<file path="src/verilog/pdp_map.vh">
`ifndef PDP_MAP_VH
`define PDP_MAP_VH

// Register byte addresses on the APB port.
`define PDP_ADDR_CTRL        8'h00
`define PDP_ADDR_CAL         8'h04
`define PDP_ADDR_STATUS      8'h08
`define PDP_ADDR_DUTY        8'h0C

// Control register fields.
`define PDP_CTRL_EN          0
`define PDP_CTRL_MODE        1
`define PDP_CTRL_SPAN        2
`define PDP_CTRL_RST         3'h0
`define PDP_CTRL_BITS        2:0

// Calibration register fields and reset values, in tenths of a percent.
`define PDP_CAL_ON           9:0
`define PDP_CAL_HYST         25:16
`define PDP_CAL_ON_RST       10'h320
`define PDP_CAL_HYST_RST     10'h0C8

// Status and duty register fields.
`define PDP_STAT_DEMAND      9:0
`define PDP_STAT_ON          16
`define PDP_STAT_OE          17
`define PDP_DUTY_APPLIED     9:0
`define PDP_DUTY_MODE        16

// Demand scale: 1000 steps make full demand and one full period.
`define PDP_SCALE            10'h3E8
`define PDP_LAST_STEP        10'h3E7
`define PDP_SCALE_INT        1000

// Limited span: 5 % floor plus demand times nine tenths.
`define PDP_LIM_FLOOR        10'h032
`define PDP_LIM_MUL          4'h9
`define PDP_DIV10_MUL        13'h199A
`define PDP_DIV10_HI         25
`define PDP_DIV10_LO         16

// Timing: clock period and output period in nanoseconds.
`define PDP_CLK_NS           8
`define PDP_PERIOD_NS        20000000

`endif

</file>
<file path="src/verilog/pdp_div.v">
`timescale 1ns/1ns
// Restoring divider, one quotient bit per clock, done pulses after WN clocks.
module pdp_div #(
    parameter integer WN = 26,
    parameter integer WD = 16
) (
    input  wire          clk,
    input  wire          rst,
    input  wire          start,
    input  wire [WN-1:0] num,
    input  wire [WD-1:0] den,
    output reg  [WN-1:0] quo_r,
    output reg           busy_r,
    output reg           done_r
);
    reg  [WD:0]   rem_r;
    reg  [WD-1:0] den_r;
    reg  [5:0]    cnt_r;
    wire [WD:0]   shifted = {rem_r[WD-1:0], quo_r[WN-1]};
    wire          fits    = shifted >= {1'b0, den_r};

    always @(posedge clk) begin
        if (rst) begin
            quo_r  <= {WN{1'b0}};
            rem_r  <= {(WD+1){1'b0}};
            den_r  <= {WD{1'b0}};
            cnt_r  <= 6'h00;
            busy_r <= 1'b0;
            done_r <= 1'b0;
        end else if (start && !busy_r) begin
            quo_r  <= num;
            rem_r  <= {(WD+1){1'b0}};
            den_r  <= den;
            cnt_r  <= WN[5:0];
            busy_r <= 1'b1;
            done_r <= 1'b0;
        end else if (busy_r) begin
            rem_r  <= fits ? (shifted - {1'b0, den_r}) : shifted;
            quo_r  <= {quo_r[WN-2:0], fits};
            cnt_r  <= cnt_r - 6'h01;
            busy_r <= (cnt_r != 6'h01);
            done_r <= (cnt_r == 6'h01);
        end else begin
            done_r <= 1'b0;
        end
    end
endmodule // pdp_div

</file>
<file path="src/verilog/pdp_tick.v">
`timescale 1ns/1ns
// Free-running divider that emits a one-cycle enable every DIV clocks.
module pdp_tick #(
    parameter integer DIV = 2500
) (
    input  wire       clk,
    input  wire       rst,
    output reg        tick_r
);
    // Counter is 12 bits wide, so DIV must stay at or below 4096.
    localparam [11:0] LAST = DIV[11:0] - 12'h001;

    reg  [11:0] cnt_r;

    always @(posedge clk) begin
        if (rst) begin
            cnt_r  <= 12'h000;
            tick_r <= 1'b0;
        end else if (cnt_r == LAST) begin
            cnt_r  <= 12'h000;
            tick_r <= 1'b1;
        end else begin
            cnt_r  <= cnt_r + 12'h001;
            tick_r <= 1'b0;
        end
    end
endmodule // pdp_tick

</file>
<file path="src/verilog/pdp_top.v">
`timescale 1ns/1ns
`include "pdp_map.vh"

module pdp_top #(
    parameter integer PWM_PERIOD_CYC = `PDP_PERIOD_NS / `PDP_CLK_NS
) (
    input  wire        CLK_SYS,
    input  wire        RESET,
    input  wire        PSEL,
    input  wire        PENABLE,
    input  wire        PWRITE,
    input  wire [7:0]  PADDR,
    input  wire [31:0] PWDATA,
    output reg  [31:0] PRDATA,
    output reg         PREADY,
    output reg         PSLVERR,
    input  wire [15:0] PEDAL_TORQUE,
    input  wire [15:0] CRUISE_TORQUE,
    input  wire [15:0] ROAD_LIMIT_REDUCTION,
    input  wire [15:0] AVAIL_TORQUE,
    output reg         DEMAND_OUTPUT_PORT_O,
    output reg         DEMAND_OUTPUT_PORT_OE
);

    // One period is split into 1000 steps; each step lasts STEP_CYC clocks.
    localparam integer STEP_CYC = PWM_PERIOD_CYC / `PDP_SCALE_INT;

    ////////////////////////////////////////////////////////////////////////////////
    // Software registers
    ////////////////////////////////////////////////////////////////////////////////

    reg  [2:0]  ctrl_r;
    reg  [9:0]  cal_on_r;
    reg  [9:0]  cal_hyst_r;

    wire        acc_setup = PSEL && !PENABLE;
    wire        acc_done  = PSEL && PENABLE && PREADY;
    wire        wr_en     = acc_done && PWRITE;

    reg         addr_ok;

    always @* begin
        case (PADDR)
            `PDP_ADDR_CTRL:   addr_ok = 1'b1;
            `PDP_ADDR_CAL:    addr_ok = 1'b1;
            `PDP_ADDR_STATUS: addr_ok = 1'b1;
            `PDP_ADDR_DUTY:   addr_ok = 1'b1;
            default:          addr_ok = 1'b0;
        endcase
    end

    // Status registers are read-only; writes to them answer as errors.
    wire        wr_ro = (PADDR == `PDP_ADDR_STATUS) || (PADDR == `PDP_ADDR_DUTY);

    always @(posedge CLK_SYS) begin
        if (RESET) begin
            ctrl_r     <= `PDP_CTRL_RST;
            cal_on_r   <= `PDP_CAL_ON_RST;
            cal_hyst_r <= `PDP_CAL_HYST_RST;
        end else if (wr_en) begin
            case (PADDR)
                `PDP_ADDR_CTRL: begin
                    ctrl_r <= PWDATA[`PDP_CTRL_BITS];
                end
                `PDP_ADDR_CAL: begin
                    cal_on_r   <= PWDATA[`PDP_CAL_ON];
                    cal_hyst_r <= PWDATA[`PDP_CAL_HYST];
                end
                default: begin
                    ctrl_r <= ctrl_r;
                end
            endcase
        end
    end

    ////////////////////////////////////////////////////////////////////////////////
    // Operating torque and demand
    ////////////////////////////////////////////////////////////////////////////////

    // Only pedal, cruise and the road-speed reduction enter the sum. The hand
    // throttle, idle and rated-speed governors and the emission and protection
    // reductions never reach this block, so they cannot bias the demand.
    wire [17:0] op_sum = {2'b00, PEDAL_TORQUE}
                       + {2'b00, CRUISE_TORQUE}
                       - {2'b00, ROAD_LIMIT_REDUCTION};
    // Reductions beyond the requested torque give zero demand, and requests
    // beyond a nonzero available torque are held at full demand.
    wire        op_neg  = op_sum[17];
    wire        op_over = !op_neg && (op_sum[16:0] > {1'b0, AVAIL_TORQUE});
    wire [15:0] op_clip = op_neg  ? 16'h0000 :
                          op_over ? AVAIL_TORQUE : op_sum[15:0];
    // Both divider operands are captured in the same clock; this also takes
    // the 16 by 10 product out of the divider's load path. A torque step thus
    // reaches the status demand in under 60 clocks.
    reg  [25:0] div_num_r;
    reg  [15:0] avail_r;

    always @(posedge CLK_SYS) begin
        if (RESET) begin
            div_num_r <= 26'h0000000;
            avail_r   <= 16'h0000;
        end else begin
            div_num_r <= op_clip * `PDP_SCALE;
            avail_r   <= AVAIL_TORQUE;
        end
    end

    wire [25:0] div_quo;
    wire        div_busy;
    wire        div_done;
    reg         div_start_r;
    reg         avail_zero_r;

    pdp_div #(
        .WN     (26),
        .WD     (16)
    ) u_div (
        .clk    (CLK_SYS),
        .rst    (RESET),
        .start  (div_start_r),
        .num    (div_num_r),
        .den    (avail_r),
        .quo_r  (div_quo),
        .busy_r (div_busy),
        .done_r (div_done)
    );

    // The divider reruns back to back, so the demand trails the torque inputs
    // by 29 to 56 clocks, far below one output step at the default STEP_CYC of 2500 clocks.
    always @(posedge CLK_SYS) begin
        if (RESET) begin
            div_start_r  <= 1'b0;
            avail_zero_r <= 1'b0;
        end else begin
            div_start_r  <= !div_busy && !div_start_r;
            if (div_start_r && !div_busy) begin
                avail_zero_r <= (avail_r == 16'h0000);
            end
        end
    end

    reg  [9:0]  demand_r;

    always @(posedge CLK_SYS) begin
        if (RESET) begin
            demand_r <= 10'h000;
        end else if (div_done) begin
            if (avail_zero_r) begin
                demand_r <= 10'h000;
            end else if (div_quo > {16'h0000, `PDP_SCALE}) begin
                demand_r <= `PDP_SCALE;
            end else begin
                demand_r <= div_quo[9:0];
            end
        end
    end

    ////////////////////////////////////////////////////////////////////////////////
    // Discrete on/off with hysteresis
    ////////////////////////////////////////////////////////////////////////////////

    // A hysteresis wider than the threshold clamps the release point at zero;
    // demand never falls below zero, so the output then never releases.
    reg  [9:0]  off_thr_r;
    reg         on_r;

    always @(posedge CLK_SYS) begin
        if (RESET) begin
            off_thr_r <= `PDP_CAL_ON_RST - `PDP_CAL_HYST_RST;
        end else if (cal_hyst_r > cal_on_r) begin
            off_thr_r <= 10'h000;
        end else begin
            off_thr_r <= cal_on_r - cal_hyst_r;
        end
    end

    always @(posedge CLK_SYS) begin
        if (RESET) begin
            on_r <= 1'b0;
        end else if (demand_r >= cal_on_r) begin
            on_r <= 1'b1;
        end else if (demand_r < off_thr_r) begin
            on_r <= 1'b0;
        end
    end

    ////////////////////////////////////////////////////////////////////////////////
    // Duty mapping
    ////////////////////////////////////////////////////////////////////////////////

    // Nine tenths of demand is formed as 9*d times 6554 over 65536, which is
    // exact for every demand up to full scale and avoids a second divider.
    wire [13:0] dem_x9   = demand_r * `PDP_LIM_MUL;
    wire [26:0] dem_x9d  = dem_x9 * `PDP_DIV10_MUL;
    wire [9:0]  lim_duty = `PDP_LIM_FLOOR
                         + dem_x9d[`PDP_DIV10_HI:`PDP_DIV10_LO];
    wire [9:0]  duty_nxt = ctrl_r[`PDP_CTRL_SPAN] ? lim_duty : demand_r;

    // The span multiply is registered to ease timing, and the mode and enable
    // bits with it, so every setting taken at a period end is from one clock.
    // A write in the clock just before a period end therefore waits a period.
    reg  [9:0]  duty_calc_r;
    reg  [2:0]  ctrl_q_r;

    always @(posedge CLK_SYS) begin
        if (RESET) begin
            duty_calc_r <= 10'h000;
            ctrl_q_r    <= `PDP_CTRL_RST;
        end else begin
            duty_calc_r <= duty_nxt;
            ctrl_q_r    <= ctrl_r;
        end
    end

    ////////////////////////////////////////////////////////////////////////////////
    // 50 Hz period and output
    ////////////////////////////////////////////////////////////////////////////////

    wire        step_tick;

    pdp_tick #(
        .DIV    (STEP_CYC)
    ) u_step (
        .clk    (CLK_SYS),
        .rst    (RESET),
        .tick_r (step_tick)
    );

    reg  [9:0]  step_r;
    reg  [9:0]  duty_r;
    reg         mode_r;
    reg         en_r;
    wire        period_end = step_tick && (step_r == `PDP_LAST_STEP);

    // Duty, mode and enable are sampled only at the period boundary, so a modulated pulse
    // is never cut short or stretched by a software write in mid-period.
    always @(posedge CLK_SYS) begin
        if (RESET) begin
            step_r <= 10'h000;
            duty_r <= 10'h000;
            mode_r <= 1'b0;
            en_r   <= 1'b0;
        end else if (period_end) begin
            step_r <= 10'h000;
            duty_r <= duty_calc_r;
            mode_r <= ctrl_q_r[`PDP_CTRL_MODE];
            en_r   <= ctrl_q_r[`PDP_CTRL_EN];
        end else if (step_tick) begin
            step_r <= step_r + 10'h001;
        end
    end

    // The pin is open drain: grounding it is the on state; when released the
    // far side's pull-up makes it high. In modulated mode the released part
    // of each period is the duty.
    reg         oe_nxt;

    always @* begin
        if (!en_r) begin
            oe_nxt = 1'b0;
        end else if (mode_r) begin
            oe_nxt = on_r;
        end else begin
            oe_nxt = !(step_r < duty_r);
        end
    end

    always @(posedge CLK_SYS) begin
        if (RESET) begin
            DEMAND_OUTPUT_PORT_O  <= 1'b0;
            DEMAND_OUTPUT_PORT_OE <= 1'b0;
        end else begin
            DEMAND_OUTPUT_PORT_O  <= 1'b0;
            DEMAND_OUTPUT_PORT_OE <= oe_nxt;
        end
    end

    ////////////////////////////////////////////////////////////////////////////////
    // APB answer
    ////////////////////////////////////////////////////////////////////////////////

    reg  [31:0] rd_nxt;

    always @* begin
        rd_nxt = 32'h00000000;
        case (PADDR)
            `PDP_ADDR_CTRL: begin
                rd_nxt[`PDP_CTRL_BITS] = ctrl_r;
            end
            `PDP_ADDR_CAL: begin
                rd_nxt[`PDP_CAL_ON]   = cal_on_r;
                rd_nxt[`PDP_CAL_HYST] = cal_hyst_r;
            end
            `PDP_ADDR_STATUS: begin
                rd_nxt[`PDP_STAT_DEMAND] = demand_r;
                rd_nxt[`PDP_STAT_ON]     = on_r;
                rd_nxt[`PDP_STAT_OE]     = DEMAND_OUTPUT_PORT_OE;
            end
            `PDP_ADDR_DUTY: begin
                rd_nxt[`PDP_DUTY_APPLIED] = duty_r;
                rd_nxt[`PDP_DUTY_MODE]    = mode_r;
            end
            default: begin
                rd_nxt = 32'h00000000;
            end
        endcase
    end

    // Answer is prepared in the setup cycle, so every transfer completes in
    // its first access cycle with no wait state.
    always @(posedge CLK_SYS) begin
        if (RESET) begin
            PREADY  <= 1'b0;
            PRDATA  <= 32'h00000000;
            PSLVERR <= 1'b0;
        end else if (acc_setup) begin
            PREADY  <= 1'b1;
            PRDATA  <= PWRITE ? 32'h00000000 : rd_nxt;
            PSLVERR <= !addr_ok || (PWRITE && wr_ro);
        end else begin
            PREADY  <= 1'b0;
            PRDATA  <= 32'h00000000;
            PSLVERR <= 1'b0;
        end
    end

endmodule // pdp_top
</file>
<file path="config.mk">
export PLATFORM = sky130hd
export DESIGN_NAME = pdp_top
export DESIGN_NICKNAME = d
export VERILOG_FILES = /design/src/verilog/pdp_div.v /design/src/verilog/pdp_tick.v /design/src/verilog/pdp_top.v
export VERILOG_INCLUDE_DIRS = /design/src /design/src/verilog
export SDC_FILE = /design/constraint.sdc
export NUM_CORES = 1
export LEC_CHECK = 0
export ABC_AREA = 1
export BUFFER_PORTS_ARGS = -buffer_cell sky130_fd_sc_hd__buf_2
export CELL_PAD_IN_SITES_DETAIL_PLACEMENT = 0
export CELL_PAD_IN_SITES_GLOBAL_PLACEMENT = 1
export CORE_AREA = 5 5 210 212
export DETAILED_ROUTE_END_ITERATION = 10
export DIE_AREA = 0 0 215 217
export PLACE_DENSITY_LB_ADDON = 0.1
export SKIP_LAST_GASP = 1
export SYNTH_ARGS = -nofsm -noshare
export SYNTH_HDL_FRONTEND = slang
export SYNTH_SLANG_ARGS = --single-unit
</file>
<file path="constraint.sdc">
create_clock -name CLK_SYS -period 10.8 [get_ports CLK_SYS]
set_input_delay 2.16 -clock CLK_SYS [delete_from_list [all_inputs] [get_ports CLK_SYS]]
set_output_delay 2.16 -clock CLK_SYS [all_outputs]
set_load 0.02 [all_outputs]
</file>
==> metrics.md <==
| Metric | Value |
|---|---|
| Worst Setup End Kind | `register` |
| IO buf count | `roughly 120` |
| CTS clk-pin slew, worst paths | `0.06 ns` |
| Reg2reg start | `demand_r[1]` |
| Routed wire length | `45.21 mm` |
| Worst setup path class | `primary input to register` |
| Ys flop type | `dfxtp_1` |
| Data arrival, critical path | `9.87 ns` |
| Per-cell routed wire length | `between 10 and 15 um` |
| Setup WS pre-CTS | `0.7977 ns` |
| Final slew viol count | `0` |
| Vias | `between 15k and 20k` |
| Number of global-route vias before repair | `around 15k` |
| Startpoint of the worst hold path | `u_step.cnt_r[0]` |
| Number of DRC markers in iteration 0 | `646` |
| Total global-route track usage | `approximately a fifth` |
| Synth Warn # | `0` |
| Number of buffers created by CTS | `25` |
| Vias per Instance | `roughly 5` |
| Core ar. | `41760 um^2` |
| Worst r2r dst | `duty_calc_r[9]` |
| Layout cells sized above 1 | `8.808%` |
| Postcts setup bufs | `0` |
| Hold crit path type | `register to register` |
| Sequential fraction of the synthesis area | `23.86%` |
| Most used cell, CP | `nand2_1` |
| Hold Path End | `u_step.cnt_r[0]` |
| Hold_buf cts | `0` |
| Placed cell area | `a little under 20000 um^2` |
| Final setup fails | `0` |
| Area Overhead vs Synth | `9.830%` |
| Crit-path slowest cell | `fa_1` |
| Period utilization | `slightly below 90%` |
| RSZ-0062 raised after global routing | `false` |
| Rows | `75` |
| Die area | `46660 um^2` |
| DRT Pass-1 Iters | `5` |
| Die X | `roughly 220 um` |
| Synthesized area | `18550 um^2` |
| Final count of hold timing violations | `0` |
| Status | `complete, no violations` |
| Crit path required time | `approximately 11 ns` |
| DP HPWL | `37.30 mm` |
| Clock Skew | `0.01810 ns` |
| Slew HR | `between 30 and 40%` |
| R2R setup slack | `3.57 ns` |
| Ant. Diodes | `0` |
| Worst-path fanout max | `33` |
| Setup ws final | `1.362 ns` |
| Hold depth | `1` |
| DR DRC count | `0` |
| Antenna Nets Post-Route | `0` |
| Post-Place Cells | `3037` |
| FF+latch count, synth | `221` |
| First-pass GRT wire length | `74.93 mm` |
| Tmin final | `9.438 ns` |
| Asr flop ratio synth | `0%` |
| Starting density of the core | `44.41%` |
| Unique cell type count in the Yosys netlist | `57` |
| DIE HEIGHT | `217 um` |
| Max Clk Rate | `0.1060 GHz` |
| Placer Congestion | `~0.85` |
| Largest net degree at the start of global routing | `78` |
| Clock Sinks | `221` |
| GRT overflow | `0` |
| Worst-case reg-to-reg path depth | `32` |
| Final setup TNS | `0 ns` |
| Final nets | `3002` |
| Initial antenna violation count | `0` |
| Number of synthesized flops with an enable pin | `0` |
| Worst path max stage delay | `roughly 0.54 ns` |
| Max-cap viol count | `0` |
| Final Cell Area | `20370 um^2` |
| CTS Buffer Depth | `3` |
| Cell Count, Final, Fillers Out | `3082` |
| Worst skew pair latency | `0.54 ns` |
| Ports | `145` |
| Avg Inst Size Synth | `roughly 7.7 um^2` |
| CTS tree | `yes` |
| Clock tree root buffer cell | `clkbuf_16` |
| Startpoint types | `primary input` |
| Post-cts repair resize count | `0` |
| Gate Count Post-Synth | `2424` |
| H-tree depth | `1` |
| Worst Tran Pin Value | `1.044 ns` |
-- final cells by class --
class | instances | area (um^2)
flip-flops and latches | 221 | 4424
repair buffers | 123 | 625.6
well taps | 539 | 674.4
clock inverters | 7 | 81.33
clock buffers | 38 | 724.4
multi-input cells | 1678 | 12050
inverters | 476 | 1787
fillers | 4230 | 21390
-- how the worst max path moves through the flow --
stage,start,end,slack [ns],cells past startpoint
global route,PEDAL_TORQUE[1],div_num_r[23],0.72,34
floorplan,PEDAL_TORQUE[1],div_num_r[23],1.76,34
global placement,PEDAL_TORQUE[1],div_num_r[23],0.81,34
CTS,PEDAL_TORQUE[1],div_num_r[23],1.37,34
detailed placement,PEDAL_TORQUE[1],div_num_r[23],0.80,34
finish,PEDAL_TORQUE[2],div_num_r[19],1.36,43
-- state kept, by name (all words and copies together), names as in the netlist, 2 cells and up --
register	cells
u_div.den_r	16
u_div.cnt_r	6
avail_r	16
demand_r	10
duty_r	10
ctrl_q_r	2
duty_calc_r	10
cal_hyst_r	10
u_step.cnt_r	12
u_div.rem_r	16
step_r	10
div_num_r	23
ctrl_r	3
u_div.quo_r	26
cal_on_r	10
PRDATA	20
off_thr_r	10
-- metal layers --
metal  GRT usage, %  vias to the layer above  part of all wire, %
li1               -                     7984                    -
met1          24.50                     7098                   46
met2          34.55                      201                   49
met3          1.654                       64                  2.5
met4          4.374                        0                  2.2
met5              0                        -                    0
-- synthesized netlist by cell type, types with 12 or more instances --
library cell	number	area share, %
a21oi_1	199	5.4
clkbuf_1	32	0.65
nand2_1	459	9.3
xnor2_1	24	1.1
nor3_1	31	0.84
fa_1	120	13
a31oi_1	13	0.44
o21ai_0	106	2.9
buf_4	14	0.57
inv_1	459	9.3
inv_2	16	0.32
nand3b_1	16	0.65
dfxtp_1	221	24
nor2_1	153	3.1
ha_1	248	17
xor2_1	29	1.4
nand4_1	17	0.57
o211ai_1	19	0.77
nand3_1	100	2.7
nor4_1	12	0.40
-- placed cells by master (no fill, tap or decap), types with 11 or more instances in the layout --
cell,count
a21oi_1,199
a31oi_1,13
buf_2,119
clkbuf_16,25
conb_1,13
dfxtp_1,221
fa_1,120
ha_1,248
inv_1,458
inv_2,17
nand2_1,459
nand3_1,100
nand3b_1,16
nand4_1,17
nor2_1,153
nor3_1,31
nor4_1,12
o211ai_1,19
o211ai_2,11
o21ai_0,106
o21bai_1,11
xnor2_1,24
xor2_1,29
-- critical path: cells and delay by family --
kind / cells / cell delay [ns]
AO/OA/AOI/OAI: 8 / 1.45
AND/OR/NAND/NOR: 19 / 2.06
XOR/XNOR: 1 / 0.17
adder cells (fa/ha/maj): 8 / 3.56
buffers and inverters: 7 / 0.46
-- kinds of logic after synthesis --
group	synth area share [%]
compound gates	13.47
xor+xnor	2.503
fa+ha+maj	29.69
buf+inv	11.40
flops	23.86
mux	0.05398
other cells	0.02022
simple gates	19.01
-- metrics by stage --
step | hold WS (ns) | utilization (%)
2_1_floorplan | 0.4138 | -
3_3_place_gp | 0.4301 | 46.85
3_5_place_dp | 0.4390 | 46.85
4_1_cts | 0.4461 | 48.78
5_1_grt | 0.4763 | 48.78
6_report | 0.4451 | 48.78
Power is not shown: default switching activity piles up to over one toggle a cycle in this logic, so the estimate is an artifact.
